**src/core/ctp_defines.svh**
```systemverilog
// Offsets, field positions, reset values and prescale counts of the timer pair.
// Assumes byte addresses on a 32-bit AXI4-Lite register bus, one word per register.
`ifndef CTP_DEFINES_SVH
`define CTP_DEFINES_SVH

// ****************************************************************
// Register byte offsets
// ****************************************************************
`define CTP_OFF_RUN     8'h00
`define CTP_OFF_MODE    8'h04
`define CTP_OFF_CLK     8'h08
`define CTP_OFF_POL     8'h0C
`define CTP_OFF_IEN     8'h10
`define CTP_OFF_STAT    8'h14
`define CTP_OFF_CNTA    8'h18
`define CTP_OFF_CNTB    8'h1C

// ****************************************************************
// Field positions
// ****************************************************************
`define CTP_MODE_B_LSB  4
`define CTP_MODE_CSEL   2
`define CTP_MODE_GATE   3
`define CTP_CLK_PRE_LSB 0
`define CTP_CLK_SYS_LSB 2

// ****************************************************************
// Reset values
// ****************************************************************
`define CTP_RST_BYTE    8'h00
`define CTP_RST_PAIR    2'h0

// ****************************************************************
// Prescale divide ratios, one per prescale field value
// ****************************************************************
`define CTP_PRE_DIV0    8'h0C
`define CTP_PRE_DIV1    8'h04
`define CTP_PRE_DIV2    8'h30
`define CTP_PRE_DIV3    8'h08

// ****************************************************************
// Bus answers
// ****************************************************************
`define CTP_RESP_OKAY   2'h0
`define CTP_RESP_SLVERR 2'h2

`endif

```
**src/core/ctp_pkg.sv**
```systemverilog
// Types shared by the timer pair modules.
// Assumes nothing of its surroundings.
package ctp_pkg;

    typedef enum logic [1:0] {
        CTP_MODE_13BIT,
        CTP_MODE_16BIT,
        CTP_MODE_8RELOAD,
        CTP_MODE_SPLIT
    } ctp_mode_type;

endpackage

```
**src/core/ctp_link_if.sv**
```systemverilog
// Carrier between the timer core, its prescaler and its pin synchroniser.
// Assumes all members but pins_raw live on the one system clock.
`timescale 1ns/1ps
interface ctp_link_if;
    logic       ce;
    logic [1:0] prescale_sel;
    logic       prescale_tick;
    logic [3:0] pins_raw;
    logic [3:0] pins_level;
    logic [3:0] pins_fall;

    modport core  (output ce, prescale_sel, pins_raw,
                   input  prescale_tick, pins_level, pins_fall);
    modport presc (input ce, prescale_sel, output prescale_tick);
    modport sync  (input ce, pins_raw, output pins_level, pins_fall);
endinterface

```
**src/core/ctp_timer_pair.sv**
```systemverilog
// Two classic counter/timers behind an AXI4-Lite register slave.
// Assumes one system clock, synchronous reset and asynchronous event and gate pins.
// Contract
// - Each timer picks one of five count clocks via select bits and prescale.
// - Counter operation adds one per falling edge on the timer's event pin.
// - Events up to a quarter clock rate; source holds each level two cycles.
// - 13-bit mode: high byte eight upper bits, low byte bits 4..0 lower five.
// - 13-bit wrap from all ones sets overflow flag and may request interrupt.
// - Counter select one counts event pin edges; zero counts chosen internal clock.
// - Sysclk select one counts system clock; zero counts the prescaled clock.
// - Counts only while run set and gate off or gate input active.
// - Setting run keeps the count; software loads the start value first.
// - Second timer has its own gate and polarity, otherwise identical.
// - 16-bit mode uses both bytes with the same clocking, gating and overflow.
// - 8-bit reload: low wraps, flag set, low reloaded from unchanged high.
// - Interrupt request only while that timer's enable bit is set.
// - Each timer has its own two-bit mode field in the mode register.
// - Each overflow is exported as an event pulse for other peripherals.
`timescale 1ns/1ps
module ctp_timer_pair
    import ctp_pkg::*;
#(
    parameter int AW = 8
) (
    input  wire logic          REF_CLK_I,
    input  wire logic          RST_I,
    input  wire logic          CE_I,
    input  wire logic [AW-1:0] S_AXI_AWADDR_I,
    input  wire logic          S_AXI_AWVALID_I,
    output logic               S_AXI_AWREADY_O,
    input  wire logic [31:0]   S_AXI_WDATA_I,
    input  wire logic [3:0]    S_AXI_WSTRB_I,
    input  wire logic          S_AXI_WVALID_I,
    output logic               S_AXI_WREADY_O,
    output logic [1:0]         S_AXI_BRESP_O,
    output logic               S_AXI_BVALID_O,
    input  wire logic          S_AXI_BREADY_I,
    input  wire logic [AW-1:0] S_AXI_ARADDR_I,
    input  wire logic          S_AXI_ARVALID_I,
    output logic               S_AXI_ARREADY_O,
    output logic [31:0]        S_AXI_RDATA_O,
    output logic [1:0]         S_AXI_RRESP_O,
    output logic               S_AXI_RVALID_O,
    input  wire logic          S_AXI_RREADY_I,
    input  wire logic          EVENT_PIN_A_I,
    input  wire logic          EVENT_PIN_B_I,
    input  wire logic          GATE_INPUT_A_I,
    input  wire logic          GATE_INPUT_B_I,
    input  wire logic [1:0]    IRQ_ACK_I,
    output logic               IRQ_O,
    output logic               TIMER_A_OVF_O,
    output logic               TIMER_B_OVF_O
);
`include "ctp_defines.svh"

    ctp_link_if lnk ();

    // ****************************************************************
    // Register state
    // ****************************************************************
    logic [1:0]    timer_run_r;
    logic [7:0]    timer_mode_reg_r;
    logic [3:0]    clock_control_reg_r;
    logic [1:0]    gate_polarity_r;
    logic [1:0]    irq_en_r;
    logic [1:0]    overflow_flag_r;
    logic [7:0]    count_low_r [2];
    logic [7:0]    count_high_r [2];
    logic [1:0]    ovf_nxt;
    logic [1:0]    ovf_r;
    logic [1:0]    cnt_en;
    logic          irq_r;

    logic          awready_r;
    logic          wready_r;
    logic          bvalid_r;
    logic [1:0]    bresp_r;
    logic          arready_r;
    logic          rvalid_r;
    logic [1:0]    rresp_r;
    logic [31:0]   rdata_r;
    logic [AW-1:0] waddr_r;
    logic [31:0]   wdata_r;
    logic [3:0]    wstrb_r;
    logic          wr_fire;
    logic [7:0]    wr_off;
    logic [7:0]    rd_off;
    logic [31:0]   rd_data;
    logic          rd_hit;
    logic          wr_hit;

    assign lnk.ce           = CE_I;
    assign lnk.prescale_sel = clock_control_reg_r[`CTP_CLK_PRE_LSB +: 2];
    assign lnk.pins_raw     = {GATE_INPUT_B_I, GATE_INPUT_A_I, EVENT_PIN_B_I, EVENT_PIN_A_I};

    ctp_prescale u_prescale (
        .REF_CLK_I (REF_CLK_I),
        .RST_I     (RST_I),
        .lnk       (lnk)
    );
    ctp_pin_sync #(.W(4)) u_pin_sync (
        .REF_CLK_I (REF_CLK_I),
        .RST_I     (RST_I),
        .lnk       (lnk)
    );
    // ****************************************************************
    // AXI4-Lite write channel
    // ****************************************************************
    // Address and data are parked until both have arrived, in either order.
    assign wr_fire = !awready_r && !wready_r && !bvalid_r;
    assign wr_off  = 8'(waddr_r) & 8'hFC;
    assign wr_hit  = (wr_off <= `CTP_OFF_CNTB);

    always_ff @(posedge REF_CLK_I) begin
        if (RST_I) begin
            awready_r <= 1'b1;
            wready_r  <= 1'b1;
            bvalid_r  <= 1'b0;
            bresp_r   <= `CTP_RESP_OKAY;
            waddr_r   <= '0;
            wdata_r   <= '0;
            wstrb_r   <= '0;
        end else if (CE_I) begin
            if (awready_r && S_AXI_AWVALID_I) begin
                awready_r <= 1'b0;
                waddr_r   <= S_AXI_AWADDR_I;
            end
            if (wready_r && S_AXI_WVALID_I) begin
                wready_r <= 1'b0;
                wdata_r  <= S_AXI_WDATA_I;
                wstrb_r  <= S_AXI_WSTRB_I;
            end
            if (wr_fire) begin
                bvalid_r <= 1'b1;
                bresp_r  <= wr_hit ? `CTP_RESP_OKAY : `CTP_RESP_SLVERR;
            end
            if (bvalid_r && S_AXI_BREADY_I) begin
                bvalid_r  <= 1'b0;
                awready_r <= 1'b1;
                wready_r  <= 1'b1;
            end
        end
    end

    // ****************************************************************
    // AXI4-Lite read channel
    // ****************************************************************
    assign rd_off = 8'(S_AXI_ARADDR_I) & 8'hFC;

    always_comb begin
        rd_data = 32'h0000_0000;
        rd_hit  = 1'b1;
        unique case (rd_off)
            `CTP_OFF_RUN:  rd_data[1:0] = timer_run_r;
            `CTP_OFF_MODE: rd_data[7:0] = timer_mode_reg_r;
            `CTP_OFF_CLK:  rd_data[3:0] = clock_control_reg_r;
            `CTP_OFF_POL:  rd_data[1:0] = gate_polarity_r;
            `CTP_OFF_IEN:  rd_data[1:0] = irq_en_r;
            `CTP_OFF_STAT: rd_data[1:0] = overflow_flag_r;
            `CTP_OFF_CNTA: rd_data[15:0] = {count_high_r[0], count_low_r[0]};
            `CTP_OFF_CNTB: rd_data[15:0] = {count_high_r[1], count_low_r[1]};
            default:       rd_hit = 1'b0;
        endcase
    end

    always_ff @(posedge REF_CLK_I) begin
        if (RST_I) begin
            arready_r <= 1'b1;
            rvalid_r  <= 1'b0;
            rresp_r   <= `CTP_RESP_OKAY;
            rdata_r   <= 32'h0000_0000;
        end else if (CE_I) begin
            if (arready_r && S_AXI_ARVALID_I) begin
                arready_r <= 1'b0;
                rvalid_r  <= 1'b1;
                rdata_r   <= rd_data;
                rresp_r   <= rd_hit ? `CTP_RESP_OKAY : `CTP_RESP_SLVERR;
            end else if (rvalid_r && S_AXI_RREADY_I) begin
                rvalid_r  <= 1'b0;
                arready_r <= 1'b1;
            end
        end
    end

    // ****************************************************************
    // Control registers
    // ****************************************************************
    // separate mode fields
    always_ff @(posedge REF_CLK_I) begin
        if (RST_I) begin
            timer_run_r         <= `CTP_RST_PAIR;
            timer_mode_reg_r    <= `CTP_RST_BYTE;
            clock_control_reg_r <= 4'h0;
            gate_polarity_r     <= `CTP_RST_PAIR;
            irq_en_r            <= `CTP_RST_PAIR;
        end else if (CE_I && wr_fire && wstrb_r[0]) begin
            unique case (wr_off)
                `CTP_OFF_RUN:  timer_run_r         <= wdata_r[1:0];
                `CTP_OFF_MODE: timer_mode_reg_r    <= wdata_r[7:0];
                `CTP_OFF_CLK:  clock_control_reg_r <= wdata_r[3:0];
                `CTP_OFF_POL:  gate_polarity_r     <= wdata_r[1:0];
                `CTP_OFF_IEN:  irq_en_r            <= wdata_r[1:0];
                default:       ;
            endcase
        end
    end

    // ****************************************************************
    // Timers
    // ****************************************************************
    // identical second timer
    for (genvar i = 0; i < 2; i++) begin : g_timer
        logic [3:0]   fld;
        ctp_mode_type mode;
        logic         src_tick;
        logic         gate_act;
        logic         wr_cnt;
        logic [7:0]   cnt_off;
        assign fld     = timer_mode_reg_r[i*`CTP_MODE_B_LSB +: 4];
        assign mode    = ctp_mode_type'(fld[1:0]);
        assign cnt_off = (i == 0) ? `CTP_OFF_CNTA : `CTP_OFF_CNTB;
        assign wr_cnt  = wr_fire && (wr_off == cnt_off);
        assign src_tick = fld[`CTP_MODE_CSEL] ? lnk.pins_fall[i] :
                          clock_control_reg_r[`CTP_CLK_SYS_LSB + i] ? 1'b1 :
                          lnk.prescale_tick;
        assign gate_act  = lnk.pins_level[2 + i] ~^ gate_polarity_r[i];
        // Split mode is not built, so a timer set to it simply holds its count.
        assign cnt_en[i] = timer_run_r[i] && (!fld[`CTP_MODE_GATE] || gate_act)
                           && src_tick && (mode != CTP_MODE_SPLIT) && !wr_cnt;
        always_comb begin
            ovf_nxt[i] = 1'b0;
            if (cnt_en[i]) begin
                unique case (mode)
                    CTP_MODE_13BIT:   ovf_nxt[i] = (count_high_r[i] == 8'hFF)
                                                   && (count_low_r[i][4:0] == 5'h1F);
                    CTP_MODE_16BIT:   ovf_nxt[i] = ({count_high_r[i], count_low_r[i]}
                                                   == 16'hFFFF);
                    CTP_MODE_8RELOAD: ovf_nxt[i] = (count_low_r[i] == 8'hFF);
                    CTP_MODE_SPLIT:   ovf_nxt[i] = 1'b0;
                endcase
            end
        end
        always_ff @(posedge REF_CLK_I) begin
            if (RST_I) begin
                count_low_r[i]  <= `CTP_RST_BYTE;
                count_high_r[i] <= `CTP_RST_BYTE;
            end else if (CE_I) begin
                if (wr_cnt) begin
                    if (wstrb_r[0]) begin
                        count_low_r[i] <= wdata_r[7:0];
                    end
                    if (wstrb_r[1]) begin
                        count_high_r[i] <= wdata_r[15:8];
                    end
                end else if (cnt_en[i]) begin
                    unique case (mode)
                        CTP_MODE_13BIT: begin
                            count_low_r[i][4:0] <= count_low_r[i][4:0] + 5'h01;
                            if (count_low_r[i][4:0] == 5'h1F) begin
                                count_high_r[i] <= count_high_r[i] + 8'h01;
                            end
                        end
                        CTP_MODE_16BIT: begin
                            {count_high_r[i], count_low_r[i]} <=
                                {count_high_r[i], count_low_r[i]} + 16'h0001;
                        end
                        CTP_MODE_8RELOAD: begin
                            count_low_r[i] <= ovf_nxt[i] ? count_high_r[i]
                                                         : count_low_r[i] + 8'h01;
                        end
                        CTP_MODE_SPLIT: ;
                    endcase
                end
            end
        end
    end

    // ****************************************************************
    // Flags, interrupt and overflow events
    // ****************************************************************
    // set beats clear
    always_ff @(posedge REF_CLK_I) begin
        if (RST_I) begin
            overflow_flag_r <= `CTP_RST_PAIR;
        end else if (CE_I) begin
            overflow_flag_r <= (overflow_flag_r
                                & ~((wr_fire && wstrb_r[0] && wr_off == `CTP_OFF_STAT)
                                    ? wdata_r[1:0] : 2'h0)
                                & ~IRQ_ACK_I)
                               | ovf_nxt;
        end
    end

    always_ff @(posedge REF_CLK_I) begin
        if (RST_I) begin
            irq_r <= 1'b0;
            ovf_r <= `CTP_RST_PAIR;
        end else if (CE_I) begin
            irq_r <= |(overflow_flag_r & irq_en_r);
            ovf_r <= ovf_nxt;
        end
    end

    assign IRQ_O           = irq_r;
    assign TIMER_A_OVF_O   = ovf_r[0];
    assign TIMER_B_OVF_O   = ovf_r[1];
    assign S_AXI_AWREADY_O = awready_r;
    assign S_AXI_WREADY_O  = wready_r;
    assign S_AXI_BVALID_O  = bvalid_r;
    assign S_AXI_BRESP_O   = bresp_r;
    assign S_AXI_ARREADY_O = arready_r;
    assign S_AXI_RVALID_O  = rvalid_r;
    assign S_AXI_RRESP_O   = rresp_r;
    assign S_AXI_RDATA_O   = rdata_r;

    // ****************************************************************
    // Checks
    // ****************************************************************
    irq_mask_a : assert property (@(posedge REF_CLK_I) disable iff (RST_I)
        CE_I |=> IRQ_O == |($past(overflow_flag_r) & $past(irq_en_r)))
        else $error("Interrupt does not follow masked flags.");
    flag_set_a : assert property (@(posedge REF_CLK_I) disable iff (RST_I)
        CE_I && ovf_nxt[0] |=> overflow_flag_r[0] && TIMER_A_OVF_O)
        else $error("Overflow did not set flag and event.");
    stop_hold_a : assert property (@(posedge REF_CLK_I) disable iff (RST_I)
        CE_I && !timer_run_r[1] && !wr_fire |=> $stable(count_low_r[1])
        && $stable(count_high_r[1]))
        else $error("Stopped timer changed its count.");
    inc16_a : assert property (@(posedge REF_CLK_I) disable iff (RST_I)
        CE_I && cnt_en[0] && timer_mode_reg_r[1:0] == 2'h1
        |=> {count_high_r[0], count_low_r[0]}
            == {$past(count_high_r[0]), $past(count_low_r[0])} + 16'h0001)
        else $error("16-bit count did not step by one.");
    reload8_a : assert property (@(posedge REF_CLK_I) disable iff (RST_I)
        CE_I && cnt_en[0] && timer_mode_reg_r[1:0] == 2'h2 && count_low_r[0] == 8'hFF
        |=> count_low_r[0] == $past(count_high_r[0]) && $stable(count_high_r[0])
            && overflow_flag_r[0])
        else $error("Reload mode did not reload from high byte.");
    wrap13_a : assert property (@(posedge REF_CLK_I) disable iff (RST_I)
        CE_I && cnt_en[1] && timer_mode_reg_r[5:4] == 2'h0
        && count_high_r[1] == 8'hFF && count_low_r[1][4:0] == 5'h1F
        |=> count_high_r[1] == 8'h00 && count_low_r[1][4:0] == 5'h00 && TIMER_B_OVF_O)
        else $error("13-bit wrap misbehaved.");
    gate_off_a : assert property (@(posedge REF_CLK_I) disable iff (RST_I)
        timer_mode_reg_r[`CTP_MODE_GATE] && !(lnk.pins_level[2] ~^ gate_polarity_r[0])
        |-> !cnt_en[0])
        else $error("Gated timer counted with gate inactive.");
    bresp_hold_a : assert property (@(posedge REF_CLK_I) disable iff (RST_I)
        S_AXI_BVALID_O && !S_AXI_BREADY_I |=> S_AXI_BVALID_O && $stable(S_AXI_BRESP_O))
        else $error("Write answer dropped before it was taken.");

endmodule

```
**src/core/ctp_prescale.sv**
```systemverilog
// Prescaled count enable for the timer pair.
// Assumes the clock enable and the divide select come over the link interface.
`timescale 1ns/1ps
module ctp_prescale
    import ctp_pkg::*;
(
    input  wire logic REF_CLK_I,
    input  wire logic RST_I,
    ctp_link_if.presc lnk
);
`include "ctp_defines.svh"

    logic [7:0] div_cnt_r;
    logic [7:0] div_top;
    logic       tick_r;

    // ****************************************************************
    // Divider
    // ****************************************************************
    always_comb begin
        unique case (lnk.prescale_sel)
            2'h0: div_top = `CTP_PRE_DIV0 - 8'h01;
            2'h1: div_top = `CTP_PRE_DIV1 - 8'h01;
            2'h2: div_top = `CTP_PRE_DIV2 - 8'h01;
            2'h3: div_top = `CTP_PRE_DIV3 - 8'h01;
        endcase
    end

    always_ff @(posedge REF_CLK_I) begin
        if (RST_I) begin
            div_cnt_r <= `CTP_RST_BYTE;
            tick_r    <= 1'b0;
        end else if (lnk.ce) begin
            if (div_cnt_r >= div_top) begin
                div_cnt_r <= `CTP_RST_BYTE;
                tick_r    <= 1'b1;
            end else begin
                div_cnt_r <= div_cnt_r + 8'h01;
                tick_r    <= 1'b0;
            end
        end
    end

    assign lnk.prescale_tick = tick_r;

    prescale_pulse_a : assert property (@(posedge REF_CLK_I) disable iff (RST_I)
        lnk.ce && tick_r |=> !tick_r)
        else $error("Prescale tick lasted more than one cycle.");

endmodule

```
**src/core/ctp_pin_sync.sv**
```systemverilog
// Three-stage synchroniser with agreement filter and falling edge detect.
// Assumes raw inputs are asynchronous to the system clock.
`timescale 1ns/1ps
module ctp_pin_sync
    import ctp_pkg::*;
#(
    parameter int W = 4
) (
    input  wire logic REF_CLK_I,
    input  wire logic RST_I,
    ctp_link_if.sync  lnk
);

    logic [W-1:0] s1_r;
    logic [W-1:0] s2_r;
    logic [W-1:0] s3_r;
    logic [W-1:0] level_r;
    logic [W-1:0] fall_r;

    // ****************************************************************
    // Synchroniser and filter
    // ****************************************************************
    // sampled level filter
    always_ff @(posedge REF_CLK_I) begin
        if (RST_I) begin
            s1_r    <= '0;
            s2_r    <= '0;
            s3_r    <= '0;
            level_r <= '0;
            fall_r  <= '0;
        end else if (lnk.ce) begin
            s1_r    <= lnk.pins_raw;
            s2_r    <= s1_r;
            s3_r    <= s2_r;
            // A level is taken only once two stages agree, so a one-sample glitch never counts.
            level_r <= (s2_r & s3_r) | (level_r & (s2_r | s3_r));
            fall_r  <= level_r & ~((s2_r & s3_r) | (level_r & (s2_r | s3_r)));
        end
    end

    assign lnk.pins_level = level_r;
    assign lnk.pins_fall  = fall_r;

    fall_once_a : assert property (@(posedge REF_CLK_I) disable iff (RST_I)
        lnk.ce && (fall_r != '0) |=> ((fall_r & $past(fall_r)) == '0))
        else $error("One falling edge gave two count pulses.");

endmodule

```
**config.mk**
```make
export PLATFORM = sky130hd
export DESIGN_NAME = ctp_timer_pair
export DESIGN_NICKNAME = d
export VERILOG_FILES = /design/src/core/ctp_pkg.sv /design/src/core/ctp_link_if.sv /design/src/core/ctp_timer_pair.sv /design/src/core/ctp_prescale.sv /design/src/core/ctp_pin_sync.sv
export VERILOG_INCLUDE_DIRS = /design/src /design/src/core
export SDC_FILE = /design/constraint.sdc
export NUM_CORES = 1
export LEC_CHECK = 0
export ABC_AREA = 0
export BUFFER_PORTS_ARGS = -buffer_cell sky130_fd_sc_hd__buf_2
export CAP_MARGIN = 20
export CORE_UTILIZATION = 52
export DETAILED_ROUTE_END_ITERATION = 8
export PLACE_DENSITY = 0.77
export SYNTH_ARGS = -nofsm -noshare
export SYNTH_HDL_FRONTEND = slang
export SYNTH_SLANG_ARGS = --single-unit
```
**constraint.sdc**
```tcl
create_clock -name REF_CLK_I -period 2.2 [get_ports REF_CLK_I]
set_clock_uncertainty 0.1 [all_clocks]
set_input_delay 0.44 -clock REF_CLK_I [delete_from_list [all_inputs] [get_ports REF_CLK_I]]
set_output_delay 0.44 -clock REF_CLK_I [all_outputs]
set_load 0.05 [all_outputs]
```
Yosys cells after proc, flatten, opt, wreduce, memory -nomap -nowiden
Cells that the tools add are included.
W data, S select, Z words.
{"block": "classes", "eq_ne": 39, "addsub": 9, "mux": 49, "magnitude_cmp": 2, "bitwise_logic": 14, "n_reduce_logical": 70}
{"cell": "$mux W8", "n": 15}
{"cell": "$eq A6 B3 Y1 const B", "n": 8}
{"cell": "$pmux W8 S2", "n": 3}
{"cell": "$add A8 B1 Y8 const B", "n": 5}
{"cell": "$add A16 B1 Y16 const B", "n": 2}
{"cell": "$eq A16 B16 Y1 const B", "n": 2}
{"cell": "$eq A8 B8 Y1 const B", "n": 4}
{"cell": "$pmux W8 S4", "n": 1}
{"cell": "$pmux W5 S3", "n": 2}
{"cell": "$reduce_and A2 Y1", "n": 13}
{"cell": "$eq A6 B2 Y1 const B", "n": 4}
{"cell": "$logic_and A1 B1 Y1", "n": 23}
{"cell": "$mux W1", "n": 18}
{"cell": "$logic_not A8 Y1", "n": 2}
{"cell": "$pmux W2 S8", "n": 1}
{"cell": "$reduce_and A4 Y1", "n": 4}
{"cell": "$eq A2 B2 Y1 const B", "n": 6}
{"cell": "$eq A6 B1 Y1 const B", "n": 2}
{"cell": "$ne A2 B2 Y1 const B", "n": 6}
{"cell": "$pmux W3 S2", "n": 2}
{"cell": "$pmux W4 S3", "n": 1}
{"cell": "$reduce_bool A2 Y1", "n": 6}
{"cell": "$reduce_bool A3 Y1", "n": 4}
{"cell": "$add A5 B1 Y5 const B", "n": 2}
{"cell": "other kinds (21)", "n": 47}
{"block": "totals", "ff_bits": 133}

Depth between registers and ports, before layout
{"block": "depth", "ltp_word": 11, "mapped_depth": 10}

Cells and area by module
From an unflattened synthesis, not the netlist that was laid out.
{"block": "hier_totals", "cells_unflattened": 878, "hier_area_um2": 7312.0}
{"mod": "ctp_timer_pair", "cells_per_inst": 743, "area_each_um2": 6000.8, "instances": 1}
{"mod": "ctp_pin_sync", "cells_per_inst": 81, "area_each_um2": 818.3, "instances": 1}
{"mod": "ctp_prescale", "cells_per_inst": 54, "area_each_um2": 493.0, "instances": 1}

Worst setup path after synthesis
OpenSTA, ideal clock, no wires.
{"block": "synth_timing", "path_type": "register -> register", "start": "register bvalid_r, in the netlist S_AXI_BVALID_O", "end": "register count_low_r[10] (netlist bit)", "required_time_ns": 1.981, "arrival_time_ns": 2.195, "stages_incl_launch_ff": 8, "period_less_slack_ns": 2.414, "path_slack_ns": -0.214, "setup_ns": 0.119, "cell_sequence": "dfxtp_1 > or4b_4 > or3_1 > clkbuf_1 > clkbuf_1 > nor2_1 > o21ai_0 > o221a_2"}
{"block": "synth_between", "elab_chain_len": 10}
{"element": "from (decl)", "line": "ctp_timer_pair.sv:76", "source": "logic bvalid_r;"}
{"element": "from (signal assigned)", "line": "ctp_timer_pair.sv:118", "source": "bvalid_r <= 1'b0;"}
{"element": "from (signal assigned)", "line": "ctp_timer_pair.sv:134", "source": "bvalid_r <= 1'b1;"}
{"element": "from (signal assigned)", "line": "ctp_timer_pair.sv:138", "source": "bvalid_r <= 1'b0;"}
{"element": "$logic_not A1 Y1 (*)", "line": "ctp_timer_pair.sv:110", "source": "assign wr_fire = !awready_r && !wready_r && !bvalid_r;"}
{"element": "$logic_and A1 B1 Y1 (*)", "line": "ctp_timer_pair.sv:110"}
{"element": "$logic_and A1 B1 Y1 (*)", "line": "ctp_timer_pair.sv:222", "source": "assign wr_cnt = wr_fire && (wr_off == cnt_off);"}
{"element": "$logic_not A1 Y1", "line": "ctp_timer_pair.sv:229", "source": "&& src_tick && (mode != CTP_MODE_SPLIT) && !wr_cnt;"}
{"element": "$logic_and A1 B1 Y1", "line": "ctp_timer_pair.sv:228", "source": "assign cnt_en[i] = timer_run_r[i] && (!fld[`CTP_MODE_GATE] || gate_act)"}
{"element": "$mux W1", "line": "ctp_timer_pair.sv:232", "source": "if (cnt_en[i]) begin"}
{"element": "$mux W8", "line": "ctp_timer_pair.sv:268", "source": "count_low_r[i] <= ovf_nxt[i] ? count_high_r[i]"}
{"element": "$pmux W5 S3", "line": "ctp_timer_pair.sv:256", "source": "unique case (mode)"}
{"element": "$mux W8", "line": "ctp_timer_pair.sv:255", "source": "end else if (cnt_en[i]) begin"}
{"element": "$mux W8", "line": "ctp_timer_pair.sv:248", "source": "if (wr_cnt) begin"}
{"element": "to (signal, indexed assignment)", "line": "ctp_timer_pair.sv:250", "source": "count_low_r[i] <= wdata_r[7:0];"}
{"element": "to (signal, indexed assignment)", "line": "ctp_timer_pair.sv:258", "source": "count_low_r[i][4:0] <= count_low_r[i][4:0] + 5'h01;"}
{"element": "to (signal, indexed assignment)", "line": "ctp_timer_pair.sv:268"}
{"element": "to (decl)", "line": "ctp_timer_pair.sv:67", "source": "logic [7:0] count_low_r [2];"}
Every way passes the cells marked *; elsewhere a longest branch is shown, timed or not. The select of a mux whose other input is x is not followed.
A chain may end at the register's enable or synchronous reset.

Final worst setup path
{"block": "layout_timing", "start": "register bvalid_r, in the netlist S_AXI_BVALID_O", "end": "register count_high_r[9] (netlist bit)"}
{"block": "layout_between", "elab_chain_len": 7}
{"element": "$logic_not A1 Y1 (*)", "line": "ctp_timer_pair.sv:110"}
{"element": "$logic_and A1 B1 Y1 (*)", "line": "ctp_timer_pair.sv:110"}
{"element": "$logic_and A1 B1 Y1 (*)", "line": "ctp_timer_pair.sv:222"}
{"element": "$logic_not A1 Y1", "line": "ctp_timer_pair.sv:229"}
{"element": "$logic_and A1 B1 Y1", "line": "ctp_timer_pair.sv:228"}
{"element": "$reduce_bool A2 Y1 (no source line)"}
{"element": "$reduce_and A5 Y1 (no source line)"}
{"element": "to (signal, indexed assignment)", "line": "ctp_timer_pair.sv:246", "source": "count_high_r[i] <= `CTP_RST_BYTE;"}
{"element": "to (signal, indexed assignment)", "line": "ctp_timer_pair.sv:253", "source": "count_high_r[i] <= wdata_r[15:8];"}
{"element": "to (signal, indexed assignment)", "line": "ctp_timer_pair.sv:260", "source": "count_high_r[i] <= count_high_r[i] + 8'h01;"}
{"element": "to (decl)", "line": "ctp_timer_pair.sv:68", "source": "logic [7:0] count_high_r [2];"}
Every way passes the cells marked *; elsewhere a longest branch is shown, timed or not.

==> out/results.txt <==
failing checks -> negative setup slack
ys flop type -> dfxtp_1
root buf cell -> clkbuf_16
Nets -> 1094
critical path fanouts, max -> 8
largest net degree at the start of global routing -> 77
routed length per instance -> 19.2 µm
Routed met3 length -> 2.45 mm
min setup slack post-route -> -0.139 ns
Syn Inst Count -> 844
Yosys reg bits -> 129
RSZ-0062 raised after global routing -> true
first-pass GRT wire length -> 34.8 mm
Synth Area per Inst -> 8.25 µm²
Worst-Skew Late Latency -> 0.43 ns
fin util -> 73.2%
Crit. End Element -> register
ant diodes -> 0
max cap viols -> 0
Final Hold Fails -> 0
WS Path Type -> register to register
CP required -> 2.42 ns
DP HPWL -> 15.0 mm
total negative slack -> -2.39 ns
# DRC -> 0
Area growth syn-to-layout -> 34.8%
Max Root-Sink Buffers -> 2
Detailed Route WL -> 23.0 mm
1st-iter DRT viols -> 829
Pins Over Slew Limit -> 0
WL met1 -> 9.15 mm
CTS sink count -> 129
Die ar. -> 13900 µm²
# rows -> 41
leak pwr -> 3.73 nW
antenna-violating nets left -> 0
Clk pin slew, worst setup/hold paths -> 0.06 ns
startpoint types -> register
Tcrit/Tclk final -> 106%
synthesized area -> 6970 µm²
layout cell share with drive strength beyond 1 -> 32.5%
met2 routed wirelength -> 10.4 mm
total iterations of the first detailed-routing run -> 8
Top Metal Used -> met4
Starting Density -> 54.3%
number of global-route vias before repair -> 6730
Synth async-reset ratio -> 0%
H-tree depth -> 4
I/O pins -> 110
dpl cell area -> 8170 µm²
TritonCTS clock tree -> done
arrival time at the worst endpoint -> 2.56 ns
chip width -> 118 µm
status -> finished, violations left
cts hold-fix bufs -> 0
final non-filler cell area -> 9390 µm²
Die Span Y -> 118 µm
Synth cell types -> 70
Setup violations, final -> 35
initial antenna violation count -> 0
grt ovf -> 0
slew margin rel. -> 63.4%
pre-CTS setup slack -> -0.193 ns
Total GRT Usage -> 31.8%
maximum VDD drop -> 0.000574 V
Worst Tran Pin Value -> 0.542 ns
register area share after synthesis -> 37.1%
RePlAce Congestion -> 0.976
HP Class -> input port to register
Max Clock Freq -> 0.428 GHz
core area -> 12800 µm²
pwr/cell area -> 624 nW/µm²
Synth Warn # -> 0
vias per inst -> 6.11
clock period minus worst slack -> 2.34 ns
Num CTS Buffers -> 17
Buffers on Ports -> 69
Post-synth EDFFs -> 0
via count -> 7303
-- cells by family after synthesis --
group,count (synthesis),share of synthesized area (%)
DFF,129,37.1
other,1,0.0538
xor gates and xnor gates,20,2.51
buffers and inverters,88,6.20
muxes,59,8.91
adders and majority gates,18,3.23
AOI/OAI and AO/OA,213,20.5
and+or+nand+nor,316,21.5
-- cells in the mapped netlist, types with 4 or more instances --
cell type / count / area [µm²]
o2bb2ai_1: 7 / 61.3
dfxtp_1: 129 / 2580
nand2_1: 101 / 379
nand3_1: 19 / 95.1
mux2_2: 4 / 45.0
o31ai_1: 5 / 37.5
mux2i_1: 53 / 531
xnor2_1: 12 / 105
o32ai_1: 5 / 43.8
buf_2: 9 / 45.0
inv_1: 17 / 63.8
a22oi_1: 4 / 30.0
buf_4: 20 / 150
o21a_1: 4 / 30.0
a311oi_1: 6 / 52.6
clkbuf_1: 36 / 135
xor2_1: 8 / 70.1
nor3_1: 28 / 140
and2_1: 6 / 37.5
and4_1: 5 / 43.8
o21ai_0: 31 / 155
a21o_1: 9 / 67.6
a31oi_1: 8 / 50.1
a221oi_1: 7 / 61.3
nor2_1: 98 / 368
nor2b_1: 4 / 25.0
nand4_1: 17 / 106
or3_1: 6 / 37.5
o41ai_1: 9 / 78.8
ha_1: 18 / 225
a22o_1: 8 / 70.1
and3_1: 8 / 50.1
nand2b_1: 6 / 37.5
a32oi_1: 4 / 35.0
a21oi_1: 74 / 370
-- worst max-delay path: stages, from the launching register on --
cell,delay [ns]
dfxtp_4,0.34
or4b_4,0.59
nor3_4,0.22
buf_12,0.16
nor4_1,0.07
buf_4,0.16
o21ai_4,0.15
buf_6,0.15
a31oi_1,0.05
o221a_1,0.25
-- per-layer routing --
| layer | up-vias | track usage [%] |
|---|---|---|
| met5 | - | 0 |
| met4 | 0 | 16.0 |
| met3 | 100 | 8.53 |
| met2 | 464 | 49.0 |
| met1 | 3391 | 40.8 |
| li1 | 3348 | - |
-- final timing paths --
check	from	to	slack, ns	cells past startpoint
worst min register to register	S_AXI_RDATA_O[12]	S_AXI_RDATA_O[12]	0.39	2
worst min-delay path	S_AXI_AWADDR_I[4]	waddr_r[4]	0.14	3
worst max register to register	S_AXI_BVALID_O	count_high_r[9]	-0.14	9
worst max-delay path	S_AXI_BVALID_O	count_high_r[9]	-0.14	9
-- stage by stage --
step | power (mW) | cells | hold slack, ns
final | 5.86 | 1195 | 0.143
after global routing | 6.01 | 1195 | 0.146
after CTS | 5.84 | 1191 | 0.142
after detailed placement | 2.87 | 1145 | 0.367
after global placement | 2.86 | 1145 | 0.365
after floorplan | 2.76 | 861 | 0.344
-- sequential cells by signal (all words and copies together), names as in the netlist, 6 cells and up --
signal / flops
S_AXI_RDATA_O: 16
count_high_r: 16
count_low_r: 16
wdata_r: 16
timer_mode_reg_r: 8
u_prescale.div_cnt_r: 8
waddr_r: 6
-- what timing repair did --
| action | in CTS | in global routing |
|---|---|---|
| buffers inserted | 14 | 3 |
| gates resized for setup | 49 | 54 |
| pin swaps | 29 | 29 |
| setup endpoints to repair | 31 | 54 |
| cloned | 1 | 1 |
-- report_power, final --
part	internal [mW]	switching, mW
registers	2.38	0.0487
logic	0.127	0.285
clock network	1.87	1.15
-- final cells by class --
type                    instances  area [µm²]
multi-input cells             644        4460
fillers                       888        3430
flip-flops and latches        129        2600
repair buffers                200        1420
clock buffers                  19         454
well taps                     172         215
clock inverters                13         171
inverters                      18        67.6
-- layout by cell type (no fill, tap or decap), drive strengths merged, types with 17 or more instances in the layout --
cell,netlist,layout
conb,1,18
nand2,101,101
nand4,17,17
nand3,20,20
ha,18,18
dfxtp,129,129
a21oi,77,77
inv,17,23
o21ai,35,35
nor2,99,99
nor3,30,30
buf,34,200
clkbuf,36,19
mux2i,53,53
Power figures use the tool's default switching activity.
